**src/lslc_consts.svh**
```systemverilog
// constants for the lane status and latency control register bank
// assumes inclusion by bare name from each design file of the bank
//
// Behaviour
// - The alignment FIFO error bit goes high on a FIFO error and stays high until the status is read.
// - The align-sequence bit live-shows whether the aligner sends the sequence.
// - The signal-loss bit latches high on loss of signal on the selected lane.
// - The lane sync bit latches low, so any loss of sync on the selected lane shows until read.
// - The decode error bit latches high on an invalid word on the chosen lane.
// - Four per-lane counters count decode errors whatever lane is selected.
// - Start-select 0 starts timing on slow transmit, 1 on fast receive.
// - Stop-select 0 stops timing on slow receive, 1 on fast transmit.
// - The two-bit divider field divides the timing clock by 1, 2, 4 or 8.
// - The divider applies only while clock-select is 0 and is ignored at 1.
// - A larger divide ratio trades resolution for a longer range.
// - Latency measurement runs only while the enable bit is 1; reset is 0.
// - Channel-select 0 measures channel A and 1 measures channel B.
// - Clock-select 1 times the measurement with the channel byte clock.
// - The 20-bit latency counter saturates at its maximum value.
`ifndef LSLC_CONSTS_SVH
`define LSLC_CONSTS_SVH

// ****************************************************
// register indices (byte address is four times index)
// ****************************************************
`define LSLC_IDX_ERRCNT0 6'h11
`define LSLC_IDX_STATUS 6'h15
`define LSLC_IDX_CTRL 6'h16
`define LSLC_IDX_LANESEL 6'h1a
`define LSLC_IDX_MEAS_HI 6'h1b
`define LSLC_IDX_MEAS_LO 6'h1c

// ****************************************************
// reset values and masks
// ****************************************************
`define LSLC_ERRCNT_RESET 16'hfffd
`define LSLC_ERRCNT_MAX 16'hffff
`define LSLC_CTRL_RESET 16'h7f00
`define LSLC_CTRL_WMASK 16'hfff7
`define LSLC_LANESEL_RESET 2'h0
`define LSLC_COUNT_MAX 20'hfffff

// ****************************************************
// field positions
// ****************************************************
`define LSLC_ST_FIFO 15
`define LSLC_ST_SEQ 11
`define LSLC_ST_LOS 10
`define LSLC_ST_SYNC 8
`define LSLC_ST_DEC 3
`define LSLC_CT_START 7
`define LSLC_CT_STOP 6
`define LSLC_CT_DIV_HI 5
`define LSLC_CT_DIV_LO 4
`define LSLC_CT_CLKSEL 2
`define LSLC_CT_EN 1
`define LSLC_CT_CHAN 0
`define LSLC_MEAS_DONE 4

`endif

```
**src/lslc_pkg.sv**
```systemverilog
// types for the lane status and latency control register bank
// assumes nothing beyond a systemverilog compiler
package lslc_pkg;
  // measurement engine states, one-hot
  typedef enum logic [3:0]
  {
    LSLC_IDLE = 4'b0001,
    LSLC_ARMED = 4'b0010,
    LSLC_COUNTING = 4'b0100,
    LSLC_DONE = 4'b1000
  } lslc_state_e;
  typedef logic [1:0] lslc_lane_t;
  typedef logic [19:0] lslc_count_t;
endpackage

```
**src/lslc_meas_if.sv**
```systemverilog
// link between register bank and latency measurement engine
// assumes both ends run on pclk
`timescale 1ns/1ps
interface lslc_meas_if;
  import lslc_pkg::*;
  logic enable;
  logic start_evt;
  logic stop_evt;
  logic tick;
  logic clear;
  logic done;
  lslc_count_t count;
  modport ctrl (output enable, start_evt, stop_evt, tick, clear,
    input done, count);
  modport engine (input enable, start_evt, stop_evt, tick, clear,
    output done, count);
endinterface

```
**src/lslc_meas.sv**
```systemverilog
// latency measurement engine: waits for start, counts ticks until stop
// assumes single-cycle start, stop and tick events on pclk
`timescale 1ns/1ps
`include "lslc_consts.svh"
module lslc_meas
  import lslc_pkg::*;
(
  // clock and reset
  input wire logic pclk,
  input wire logic presetn,
  // engine side of the measurement link
  lslc_meas_if.engine m
);

  lslc_state_e state;
  lslc_count_t cnt;

  // ****************************************************
  // state machine
  // ****************************************************
  // sequence idle, armed, counting, done
  always_ff @(posedge pclk or negedge presetn)
  begin
    if (!presetn)
      state <= LSLC_IDLE;
    else if (!m.enable)
      state <= LSLC_IDLE;
    else
    begin
      case (state)
        LSLC_IDLE: state <= LSLC_ARMED;
        LSLC_ARMED: if (m.start_evt) state <= LSLC_COUNTING;
        LSLC_COUNTING: if (m.stop_evt) state <= LSLC_DONE;
        LSLC_DONE: if (m.clear) state <= LSLC_ARMED;
        default: state <= LSLC_IDLE;
      endcase
    end
  end

  // ****************************************************
  // cycle counter
  // ****************************************************
  // counts ticks, saturates, cleared on re-arm
  always_ff @(posedge pclk or negedge presetn)
  begin
    if (!presetn)
      cnt <= '0;
    else if (state == LSLC_ARMED && m.start_evt)
      cnt <= '0;
    else if (state == LSLC_COUNTING && m.tick && cnt != `LSLC_COUNT_MAX)
      cnt <= cnt + 20'h00001;
    else if (state == LSLC_DONE && m.clear)
      cnt <= '0;
  end

  // result reads zero until the stop point is seen
  always_ff @(posedge pclk or negedge presetn)
  begin
    if (!presetn)
    begin
      m.done <= 1'b0;
      m.count <= '0;
    end
    else
    begin
      m.done <= (state == LSLC_DONE) && !m.clear && m.enable;
      m.count <= ((state == LSLC_DONE) && !m.clear && m.enable) ? cnt : '0;
    end
  end

endmodule

```
**src/lslc_regs.sv**
```systemverilog
// lane status and latency control register bank with apb slave
// assumes apb3 master on pclk; status and event inputs come from
// other clock domains and are synchronised here
`timescale 1ns/1ps
`include "lslc_consts.svh"
module lslc_regs
  import lslc_pkg::*;
#(
  parameter int ADDR_W = 8,
  parameter int LANES = 4,
  parameter int CHANS = 2
)
(
  // clock and reset
  input wire logic pclk,
  input wire logic presetn,
  // apb slave
  input wire logic psel,
  input wire logic penable,
  input wire logic pwrite,
  input wire logic [ADDR_W-1:0] paddr,
  input wire logic [31:0] pwdata,
  output logic [31:0] prdata,
  output logic pready,
  output logic pslverr,
  // lane aligner status, asynchronous levels
  input wire logic align_fifo_error,
  input wire logic align_sequence_sending,
  input wire logic [LANES-1:0] slow_side_signal_loss,
  input wire logic [LANES-1:0] lane_sync_ok,
  input wire logic [LANES-1:0] lane_decode_error,
  // latency points per channel, asynchronous comma flags
  input wire logic [CHANS-1:0] ls_tx_comma,
  input wire logic [CHANS-1:0] hs_rx_comma,
  input wire logic [CHANS-1:0] ls_rx_comma,
  input wire logic [CHANS-1:0] hs_tx_comma,
  // recovered byte clocks per channel, sampled as data
  input wire logic [CHANS-1:0] recovered_byte_clk
);

  localparam int SW = 2 + 3 * LANES + 5 * CHANS;

  // ****************************************************
  // decoding functions
  // ****************************************************
  // true for any mapped register index
  function automatic logic reg_hit(input logic [5:0] idx);
    reg_hit = (idx >= `LSLC_IDX_ERRCNT0 && idx <= `LSLC_IDX_CTRL) ||
      (idx >= `LSLC_IDX_LANESEL && idx <= `LSLC_IDX_MEAS_LO);
  endfunction

  // low bits kept clear of the divider count for each ratio
  function automatic logic [2:0] div_mask(input logic [1:0] code);
    case (code)
      2'h0: div_mask = 3'h0;
      2'h1: div_mask = 3'h1;
      2'h2: div_mask = 3'h3;
      default: div_mask = 3'h7;
    endcase
  endfunction

  // ****************************************************
  // input synchronisers
  // ****************************************************
  logic [SW-1:0] raw;
  logic [SW-1:0] sync1;
  logic [SW-1:0] sync2;
  logic [SW-1:0] sync3;

  assign raw = {align_fifo_error, align_sequence_sending,
    slow_side_signal_loss, lane_sync_ok, lane_decode_error,
    ls_tx_comma, hs_rx_comma, ls_rx_comma, hs_tx_comma,
    recovered_byte_clk};

  // two flops per input, third flop only for edge detection
  always_ff @(posedge pclk or negedge presetn)
  begin
    if (!presetn)
    begin
      sync1 <= '0;
      sync2 <= '0;
      sync3 <= '0;
    end
    else
    begin
      sync1 <= raw;
      sync2 <= sync1;
      sync3 <= sync2;
    end
  end

  // split the synchronised vector back into named groups
  logic fifo_err_s;
  logic seq_s;
  logic [LANES-1:0] los_s;
  logic [LANES-1:0] sync_s;
  logic [LANES-1:0] dec_s;
  logic [LANES-1:0] dec_rise;
  logic [CHANS-1:0] ls_tx_rise;
  logic [CHANS-1:0] hs_rx_rise;
  logic [CHANS-1:0] ls_rx_rise;
  logic [CHANS-1:0] hs_tx_rise;
  logic [CHANS-1:0] byte_rise;
  logic [SW-1:0] rise;

  assign rise = sync2 & ~sync3;
  assign fifo_err_s = sync2[SW-1];
  assign seq_s = sync2[SW-2];
  assign los_s = sync2[SW-3 -: LANES];
  assign sync_s = sync2[SW-3-LANES -: LANES];
  assign dec_s = sync2[SW-3-2*LANES -: LANES];
  assign dec_rise = rise[SW-3-2*LANES -: LANES];
  assign ls_tx_rise = rise[5*CHANS-1 -: CHANS];
  assign hs_rx_rise = rise[4*CHANS-1 -: CHANS];
  assign ls_rx_rise = rise[3*CHANS-1 -: CHANS];
  assign hs_tx_rise = rise[2*CHANS-1 -: CHANS];
  assign byte_rise = rise[CHANS-1:0];

  // ****************************************************
  // apb access decode
  // ****************************************************
  logic [5:0] idx;
  logic aligned;
  logic take;
  logic hit;
  logic wr_take;
  logic rd_take;

  // every side effect happens on the first access cycle, with pready low
  assign idx = paddr[7:2];
  // upper address bits beyond the index must be clear, for any width
  assign aligned = (paddr[1:0] == 2'h0) && ((paddr >> 8) == '0);
  assign take = psel && penable && !pready;
  assign hit = aligned && reg_hit(idx);
  assign wr_take = take && pwrite && hit;
  assign rd_take = take && !pwrite && hit;

  // ****************************************************
  // control registers
  // ****************************************************
  logic [15:0] ctrl;
  lslc_lane_t lane_sel;

  // latency control, bit 3 unused and read as zero
  always_ff @(posedge pclk or negedge presetn)
  begin
    if (!presetn)
      ctrl <= `LSLC_CTRL_RESET;
    else if (wr_take && idx == `LSLC_IDX_CTRL)
      ctrl <= pwdata[15:0] & `LSLC_CTRL_WMASK;
  end

  // lane shown in the status register
  always_ff @(posedge pclk or negedge presetn)
  begin
    if (!presetn)
      lane_sel <= `LSLC_LANESEL_RESET;
    else if (wr_take && idx == `LSLC_IDX_LANESEL)
      lane_sel <= pwdata[1:0];
  end

  // ****************************************************
  // latched status bits
  // ****************************************************
  logic st_clr;
  logic fifo_err_l;
  logic los_l;
  logic sync_l;
  logic dec_l;
  logic los_cur;
  logic sync_cur;
  logic dec_cur;

  assign st_clr = rd_take && idx == `LSLC_IDX_STATUS;
  assign los_cur = los_s[lane_sel];
  assign sync_cur = sync_s[lane_sel];
  assign dec_cur = dec_s[lane_sel];

  // latch high: new condition wins over a clearing read
  always_ff @(posedge pclk or negedge presetn)
  begin
    if (!presetn)
    begin
      fifo_err_l <= 1'b0;
      los_l <= 1'b0;
      dec_l <= 1'b0;
    end
    else
    begin
      fifo_err_l <= fifo_err_s | (fifo_err_l & ~st_clr);
      los_l <= los_cur | (los_l & ~st_clr);
      dec_l <= dec_cur | (dec_l & ~st_clr);
    end
  end

  // latch low: a drop stays visible until the register is read
  always_ff @(posedge pclk or negedge presetn)
  begin
    if (!presetn)
      sync_l <= 1'b0;
    else
      sync_l <= sync_cur & (sync_l | st_clr);
  end

  // ****************************************************
  // per-lane error counters
  // ****************************************************
  logic [15:0] err_cnt [LANES];

  // clear on read, an error in the same cycle counts as one
  genvar g;
  generate
    for (g = 0; g < LANES; g++)
    begin : g_err
      logic clr;
      assign clr = rd_take && idx == `LSLC_IDX_ERRCNT0 + 6'(g);
      always_ff @(posedge pclk or negedge presetn)
      begin
        if (!presetn)
          err_cnt[g] <= `LSLC_ERRCNT_RESET;
        else if (clr)
          err_cnt[g] <= {15'h0000, dec_rise[g]};
        else if (dec_rise[g] && err_cnt[g] != `LSLC_ERRCNT_MAX)
          err_cnt[g] <= err_cnt[g] + 16'h0001;
      end
    end
  endgenerate

  // ****************************************************
  // measurement clock and point selection
  // ****************************************************
  logic [2:0] div_cnt;
  logic div_tick;
  logic chan;
  logic [1:0] div_code;

  assign chan = ctrl[`LSLC_CT_CHAN];
  assign div_code = ctrl[`LSLC_CT_DIV_HI:`LSLC_CT_DIV_LO];

  // free-running divider; wider ratio, coarser step, longer reach
  always_ff @(posedge pclk or negedge presetn)
  begin
    if (!presetn)
      div_cnt <= 3'h0;
    else
      div_cnt <= div_cnt + 3'h1;
  end

  assign div_tick = (div_cnt & div_mask(div_code)) == 3'h0;

  lslc_meas_if mi ();

  assign mi.enable = ctrl[`LSLC_CT_EN];
  assign mi.start_evt = ctrl[`LSLC_CT_START] ? hs_rx_rise[chan] :
    ls_tx_rise[chan];
  assign mi.stop_evt = ctrl[`LSLC_CT_STOP] ? hs_tx_rise[chan] :
    ls_rx_rise[chan];
  // byte clock ignores the divider
  assign mi.tick = ctrl[`LSLC_CT_CLKSEL] ? byte_rise[chan] :
    div_tick;
  assign mi.clear = rd_take && idx == `LSLC_IDX_MEAS_LO;

  // measurement engine
  lslc_meas u_meas
  (
    .pclk(pclk),
    .presetn(presetn),
    .m(mi.engine)
  );

  // ****************************************************
  // read multiplexer
  // ****************************************************
  logic [15:0] rd_value;
  logic [15:0] status_word;

  // reserved status bits read zero
  always_comb
  begin
    status_word = 16'h0000;
    status_word[`LSLC_ST_FIFO] = fifo_err_l;
    status_word[`LSLC_ST_SEQ] = seq_s;
    status_word[`LSLC_ST_LOS] = los_l;
    status_word[`LSLC_ST_SYNC] = sync_l;
    status_word[`LSLC_ST_DEC] = dec_l;
  end

  // select the addressed word
  always_comb
  begin
    rd_value = 16'h0000;
    case (idx)
      `LSLC_IDX_STATUS: rd_value = status_word;
      `LSLC_IDX_CTRL: rd_value = ctrl;
      `LSLC_IDX_LANESEL: rd_value = {14'h0000, lane_sel};
      `LSLC_IDX_MEAS_HI: rd_value = {11'h000, mi.done, mi.count[19:16]};
      `LSLC_IDX_MEAS_LO: rd_value = mi.count[15:0];
      default:
      begin
        if (idx >= `LSLC_IDX_ERRCNT0 && idx < `LSLC_IDX_STATUS)
          rd_value = err_cnt[2'(idx - `LSLC_IDX_ERRCNT0)];
      end
    endcase
  end

  // ****************************************************
  // apb response
  // ****************************************************
  // one wait state: pready rises one cycle into the access phase
  always_ff @(posedge pclk or negedge presetn)
  begin
    if (!presetn)
    begin
      pready <= 1'b0;
      pslverr <= 1'b0;
      prdata <= 32'h00000000;
    end
    else
    begin
      pready <= take;
      pslverr <= take && !hit;
      if (take)
        prdata <= (pwrite || !hit) ? 32'h00000000 : {16'h0000, rd_value};
    end
  end

endmodule

```
**config.mk**
```make
export PLATFORM = sky130hd
export DESIGN_NAME = lslc_regs
export DESIGN_NICKNAME = d
export VERILOG_FILES = /design/src/lslc_pkg.sv /design/src/lslc_meas_if.sv /design/src/lslc_meas.sv /design/src/lslc_regs.sv
export VERILOG_INCLUDE_DIRS = /design/src
export SDC_FILE = /design/constraint.sdc
export NUM_CORES = 1
export LEC_CHECK = 0
export BUFFER_PORTS_ARGS = -buffer_cell sky130_fd_sc_hd__buf_2
export CAP_MARGIN = 5
export CELL_PAD_IN_SITES_DETAIL_PLACEMENT = 1
export CELL_PAD_IN_SITES_GLOBAL_PLACEMENT = 1
export CORE_MARGIN = 4
export CORE_UTILIZATION = 45
export CTS_CLUSTER_SIZE = 8
export DETAILED_ROUTE_END_ITERATION = 8
export PLACE_DENSITY_LB_ADDON = 0.08
export SETUP_SLACK_MARGIN = 0.1
export SYNTH_ARGS = -nofsm -noshare
export SYNTH_HDL_FRONTEND = slang
export SYNTH_SLANG_ARGS = --single-unit
```
**constraint.sdc**
```tcl
create_clock -name pclk -period 2.44 [get_ports pclk]
set_input_delay 0.61 -clock pclk [delete_from_list [all_inputs] [get_ports pclk]]
set_output_delay 0.61 -clock pclk [all_outputs]
set_load 0.005 [all_outputs]
```
## Yosys cells after proc, flatten, opt, wreduce, memory -nomap -nowiden

Cells that the tools add are included.

- Memories: 0
- Register bits: 229
- Bits in latches: 0
- Output and inout port bits: 34
- Bits in writable memories: 0
- Bits of input ports: 69
- Memory bits (read-only): 0

- Magnitude comparators: 8
- Reduce and logical (&&, ||, !) cells: 44
- Div/mod/pow operators: 0
- $add $sub $neg: 7
- Bitwise logic cells: 13
- Multiplexer cells: 43
- Shifts and indexed selects: 0
- Multiply operators: 0
- Equality and inequality tests: 23

Operators with widths:

| kind | count |
|---|---|
| 16-bit two-way mux | 12 |
| 20-bit two-way mux | 4 |
| 16-bit case mux with 5 select lines | 1 |
| 16-bit by 1-bit adder with 16-bit output (second input constant) | 4 |
| 16-bit inequality test (second input constant) | 4 |
| 6-bit by 5-bit equality test with 1-bit output (second input constant) | 9 |
| 16-bit binary-select mux with 2-bit select | 1 |
| 1-bit logical AND | 29 |
| 20-bit by 1-bit adder with 20-bit output (second input constant) | 1 |
| 20-bit inequality test (second input constant) | 1 |
| 1-bit two-way mux | 16 |
| 4-bit two-way mux | 4 |
| 4-bit case mux with 4 select lines | 1 |
| 14-bit bitwise AND | 1 |
| 14-bit inverter | 1 |
| 6-bit by 5-bit greater-or-equal comparator with 1-bit output (second input constant) | 2 |
| 6-bit by 5-bit less-or-equal comparator with 1-bit output (second input constant) | 2 |
| 3-bit case mux with 3 select lines | 1 |
| 2-bit nonzero test | 4 |
| 1-bit binary-select mux with 2-bit select | 3 |
| 6-bit by 5-bit < comparator with 1-bit output (second input constant) | 1 |
| 3-bit by 2-bit inequality test with 1-bit output (second input constant) | 2 |
| 1-bit bitwise AND | 4 |
| 4-bit by 1-bit equality test with 1-bit output (second input constant) | 1 |
| other kinds (21) | 29 |

## Longest topological paths before layout

- Depth in word-level cells: 10
- Mapped depth: 10
- Mapped depth without buffers: 7

## Cells and area by module

A second synthesis with hierarchy kept.

- Cells, all modules: 898
- Area total of the unflattened synthesis: 10216.0 um^2

Modules (own cells, without submodules):

| module | seq. area each (um^2) | area each (um^2) | cells each | times used |
|---|---|---|---|---|
| lslc_regs | 4287.9 | 8060.2 | 693 | 1 |
| lslc_meas | 1127.3 | 2155.8 | 205 | 1 |

## Worst setup path before layout

Ideal clock, no wire load.

- Kind: in2reg
- From: input paddr[2]
- To: register err_cnt[0] in the netlist's numbering
- Slack: -348 ps
- Stages on the path: 9
- Data required time: 2357 ps
- Arrival time: 2705 ps
- Cells stage by stage: buf_4 -> buf_2 -> inv_1 -> ha_1 -> nand2b_1 -> mux4_2 -> and4_1 -> clkbuf_1 -> a221o_1

- Cells in the longest elaborated chain, start to end: 7
- Elaborated cells between the ends (all ways): 13
- Those cells by class: order compare (4); eq/ne (1); mux (1); reduce/logical (7)

Ends and longest elaborated chain:

| element | line | RTL |
|---|---|---|
| start: declaration | lslc_regs.sv:21 | `input wire logic [ADDR_W-1:0] paddr,` |
| 6-bit by 5-bit greater-or-equal comparator with 1-bit output (no line) or 6-bit by 5-bit less-or-equal comparator with 1-bit output (tied branches) | n/a |  |
| 1-bit logical AND (no line) | n/a |  |
| 1-bit logical OR | lslc_regs.sv:48 | `` reg_hit = (idx >= `LSLC_IDX_ERRCNT0 && idx <= `LSLC_IDX_CTRL) \|\| `` |
| 1-bit logical AND | lslc_regs.sv:134 | `assign hit = aligned && reg_hit(idx);` |
| 1-bit logical AND | lslc_regs.sv:136 | `assign rd_take = take && !pwrite && hit;` |
| 1-bit logical AND (*) | lslc_regs.sv:216 | `` assign clr = rd_take && idx == `LSLC_IDX_ERRCNT0 + 6'(g); `` |
| 16-bit two-way mux or 2-bit nonzero test (tied branches) | n/a |  |
| end signal: indexed assignment | lslc_regs.sv:220 | `` err_cnt[g] <= `LSLC_ERRCNT_RESET; `` |
| end signal: indexed assignment | lslc_regs.sv:222 | `err_cnt[g] <= {15'h0000, dec_rise[g]};` |
| end signal: indexed assignment | lslc_regs.sv:224 | `err_cnt[g] <= err_cnt[g] + 16'h0001;` |
| end: declaration | lslc_regs.sv:208 | `logic [15:0] err_cnt [LANES];` |

Mark *: on every way between the ends. The rest lies on a longest branch, timed or not.
A chain may end at the register's enable or synchronous reset.

## Worst setup path after layout

- From: register u_meas.cnt[1]
- To: register u_meas.cnt[17]

- Cells in the longest elaborated chain, start to end: 4
- Elaborated cells between the ends (all ways): 6
- Those cells by class: add/sub (1); eq/ne (1); mux (2); reduce/logical (2)

Ends and longest elaborated chain:

| element | line | RTL |
|---|---|---|
| start: declaration | lslc_meas.sv:16 | `lslc_count_t cnt;` |
| start signal: assignment | lslc_meas.sv:51 | `cnt <= cnt + 20'h00001;` |
| parallel branches: the longest is 4 deep, another holds 20-bit by 1-bit adder with 20-bit output | n/a |  |

Several ways; the timed one is not identified.

==> flow_summary.yaml <==
worst_setup_path:
  reg2reg_slack_ns: 0.22
  slowest_stage: "dfrtp_1"
  arrival_ns: 2.64
  cp-start-kind: "flop"
  crit_chain: "ha_1 > nand3_2 > nor4_4 > and3_2 > buf_4 > nor2_4 > a221o_1"
  slowest_delay_ns: 0.40
  required_ns: 2.86
  critPathCaptureType: "flop"
  crit_type: "reg2reg"
  crit_path_max_fanout: 16
cts:
  htreeDepth: 1
  cts_tree: "done"
  cts_buffers: 30
  holdBufCountCts: 0
  clk-insertion-delay-late_ns: 0.54
  cts_sinks: 213
  cts.reportedPaths.clkPinSlew_ns: 0.05
  ctsLongestPathBuffers: 3
  cts_setup_buffers: 0
  root_buffer: "clkbuf_16"
global_routing:
  grt_pass1_wl_mm: 45.5
  grt_use_total: 0.232
  overflow: 0
  grt_start_max_net_pins: 63
  antenna_found_initial: 0
  grt_pass1_vias: 8042
route:
  route.met3.wl_mm: 1.58
  drt_wl_total_mm: 27.8
  wl_met2_mm: 12.8
  wire_per_inst_um: 21.8
  drc_errors: 0
  m1WireLength_mm: 12.8
  first_pass_iters: 5
  viasPerCell: 5.85
  drt.antenna.violating_nets: 0
  drt_iter0_drc: 568
  num_vias: 7465
  highest_layer: "met4"
final_layout:
  diodes: 0
  fin_util: 0.540
  stdcell_area_um2: 11800
  drive_above_1_share: 0.261
  nNetsFinal: 1054
  area_delta_synth_final_pct: 17.4
power:
  peakVddDrop_v: 0.000569
  clkPwrFrac: 0.338
  p_per_area_nw_per_um2: 946
  switchingPower_mw: 3.52
  power_leakage_nw: 5.10
  p_comb_frac: 0.190
  p_sw_frac: 0.315
  cell_internal_pwr_mw: 7.66
  sequentialPowerShare: 0.472
logic_synthesis:
  postSynthAreaPerCell_um2: 11.6
  ys_types: 79
  synthCells: 868
  async_flop_share: 1.00
  synthesis.area_um2: 10100
  synth_flop_cell: "dfrtp_1"
  synth_largest_area_cell: "dfrtp_1"
  synth-edff-count: 0
  synth-seq-area-share: 0.538
  ys_warn_count: 0
  synth_area_leaders: "dfrtp_1 (36%), dfstp_2 (18%), mux4_2 (4.7%)"
  synth_top_area_share: 0.360
  synth_seq_cells: 213
place:
  gp_congestion: 0.875
  dpl-instance-area_um2: 11000
  pre_cts_slack_ns: -0.114
  port_buffers: 69
  dpl.hpwl_mm: 20.5
timing:
  setup_viol: 0
  fin_crit_sh: 0.909
  tightestPinTransition_ns: 0.659
  min_period_ns: 2.22
  slew_headroom: 0.549
  rsz0062_at_grt: "false"
  tns_ns: 0
  fin_skew_ns: 0.00679
  max_freq_ghz: 0.451
  hold_viol_final: 0
  fin_ws_ns: 0.223
  slew_violations: 0
floorplanning:
  die-height_um: 158
  placementRows: 54
  die-area_um2: 24800
  die_w_um: 158
  start_util: 0.460
  coreArea_um2: 21900
  io_pins: 103
status:
  status: "completed"
min_path:
  hold_class: "in2async"
flow_run:
  drv_cap: 0
==> stage by stage <==
stage / cells / power [mW] / hold slack [ns]
5_1_grt: 1277 / 11.8 / 0.0515
2_1_floorplan: 883 / 6.44 / 0.314
6_report: 1277 / 11.2 / 0.0320
3_3_place_gp: 1222 / 7.24 / 0.331
3_5_place_dp: 1222 / 7.41 / 0.336
4_1_cts: 1277 / 11.3 / 0.0425
==> cells in the final DEF (no fill, tap or decap), types with 22 or more instances in the layout <==
master     instances
dfrtp_1          145
dfstp_2           68
buf_2             68
nor2_1            67
nand2_1           51
buf_4             37
xnor2_1           33
and2_1            30
clkbuf_16         30
nor3_1            27
nand4_1           26
a21oi_1           26
clkbuf_1          23
nand3_1           22
==> layout make-up <==
cell class | count | area [um^2]
Inverter | 17 | 71.3
Clock buffer | 53 | 837
Timing Repair Buffer | 113 | 772
Sequential cell | 213 | 5420
Fill cell | 2352 | 10100
Tap cell | 280 | 350
Clock inverter | 2 | 21.3
Multi-Input combinational cell | 599 | 4360
==> registers in the layout (all words and copies together), names as in the netlist, 3 cells and up <==
name and flops:
err_cnt 64, sync1 24, sync2 24, u_meas.cnt 20, u_meas.m.count 20, prdata 16
ctrl 15, sync3 14, u_meas.state 4, div_cnt 3
==> cell families (layout without fill, tap and decap cells) <==
group           count (synthesis)  after routing  share of synthesized area
other cells                     1             16                   0.000372
mux                            43             43                     0.0710
fa+ha+maj                      11             11                     0.0137
compound gates                147            147                      0.106
simple gates                  335            335                      0.192
buf+inv                        71            185                     0.0389
flops                         213            213                      0.538
xor+xnor                       47             47                     0.0409
==> critical path, delay by kind of cell, from the launching register on <==
family	cells	cell delay, ns
compound gates	1	0.35
fa+ha+maj	1	0.25
buf+inv	1	0.18
flops	1	0.40
simple gates	4	0.90
==> repair_timing <==
item | CTS | global route
endpoints found under the setup margin | 0 | 17
hold endpoints to repair | 0 | 0
resized for setup | 0 | 2
==> routing by layer <==
metal  up-vias  GRT usage
met2       178      0.367
li1       3382          -
met5         -          0
met4         0     0.0569
met1      3861      0.331
met3        44     0.0487
==> cell usage after synthesis, drive strengths merged (17+ instances only) <==
library cell	number
and2	31
dfstp	68
xnor2	33
buf	37
nor2	68
mux2	18
inv	17
mux4	21
nand2	51
and3	22
dfrtp	145
a21oi	27
o21ai	27
clkbuf	17
nor3	28
nand4	28
nand3	23
==> final timing paths <==
check / startpoint / endpoint / cells after the start
setup / recovery: u_meas.cnt[1] / u_meas.cnt[17] / 7
hold / removal: presetn / prdata[9] / 1
setup reg to reg: u_meas.cnt[1] / u_meas.cnt[17] / 7
hold reg to reg: sync1[8] / sync2[8] / 0
max in group asynchronous: presetn / ctrl[8] / 2
min in group pclk: ls_rx_comma[1] / sync1[5] / 1
==> power groups by stage <==
stage	Sequential, mW	Clock, mW	Combinational (mW)
after floorplan	4.88	0	1.57
after global placement	5.23	0	2.01
after detailed placement	5.29	0	2.13
after CTS	5.24	3.87	2.14
after global routing	5.36	4.06	2.39
final	5.28	3.78	2.13
(Power assumes the default switching activity.)
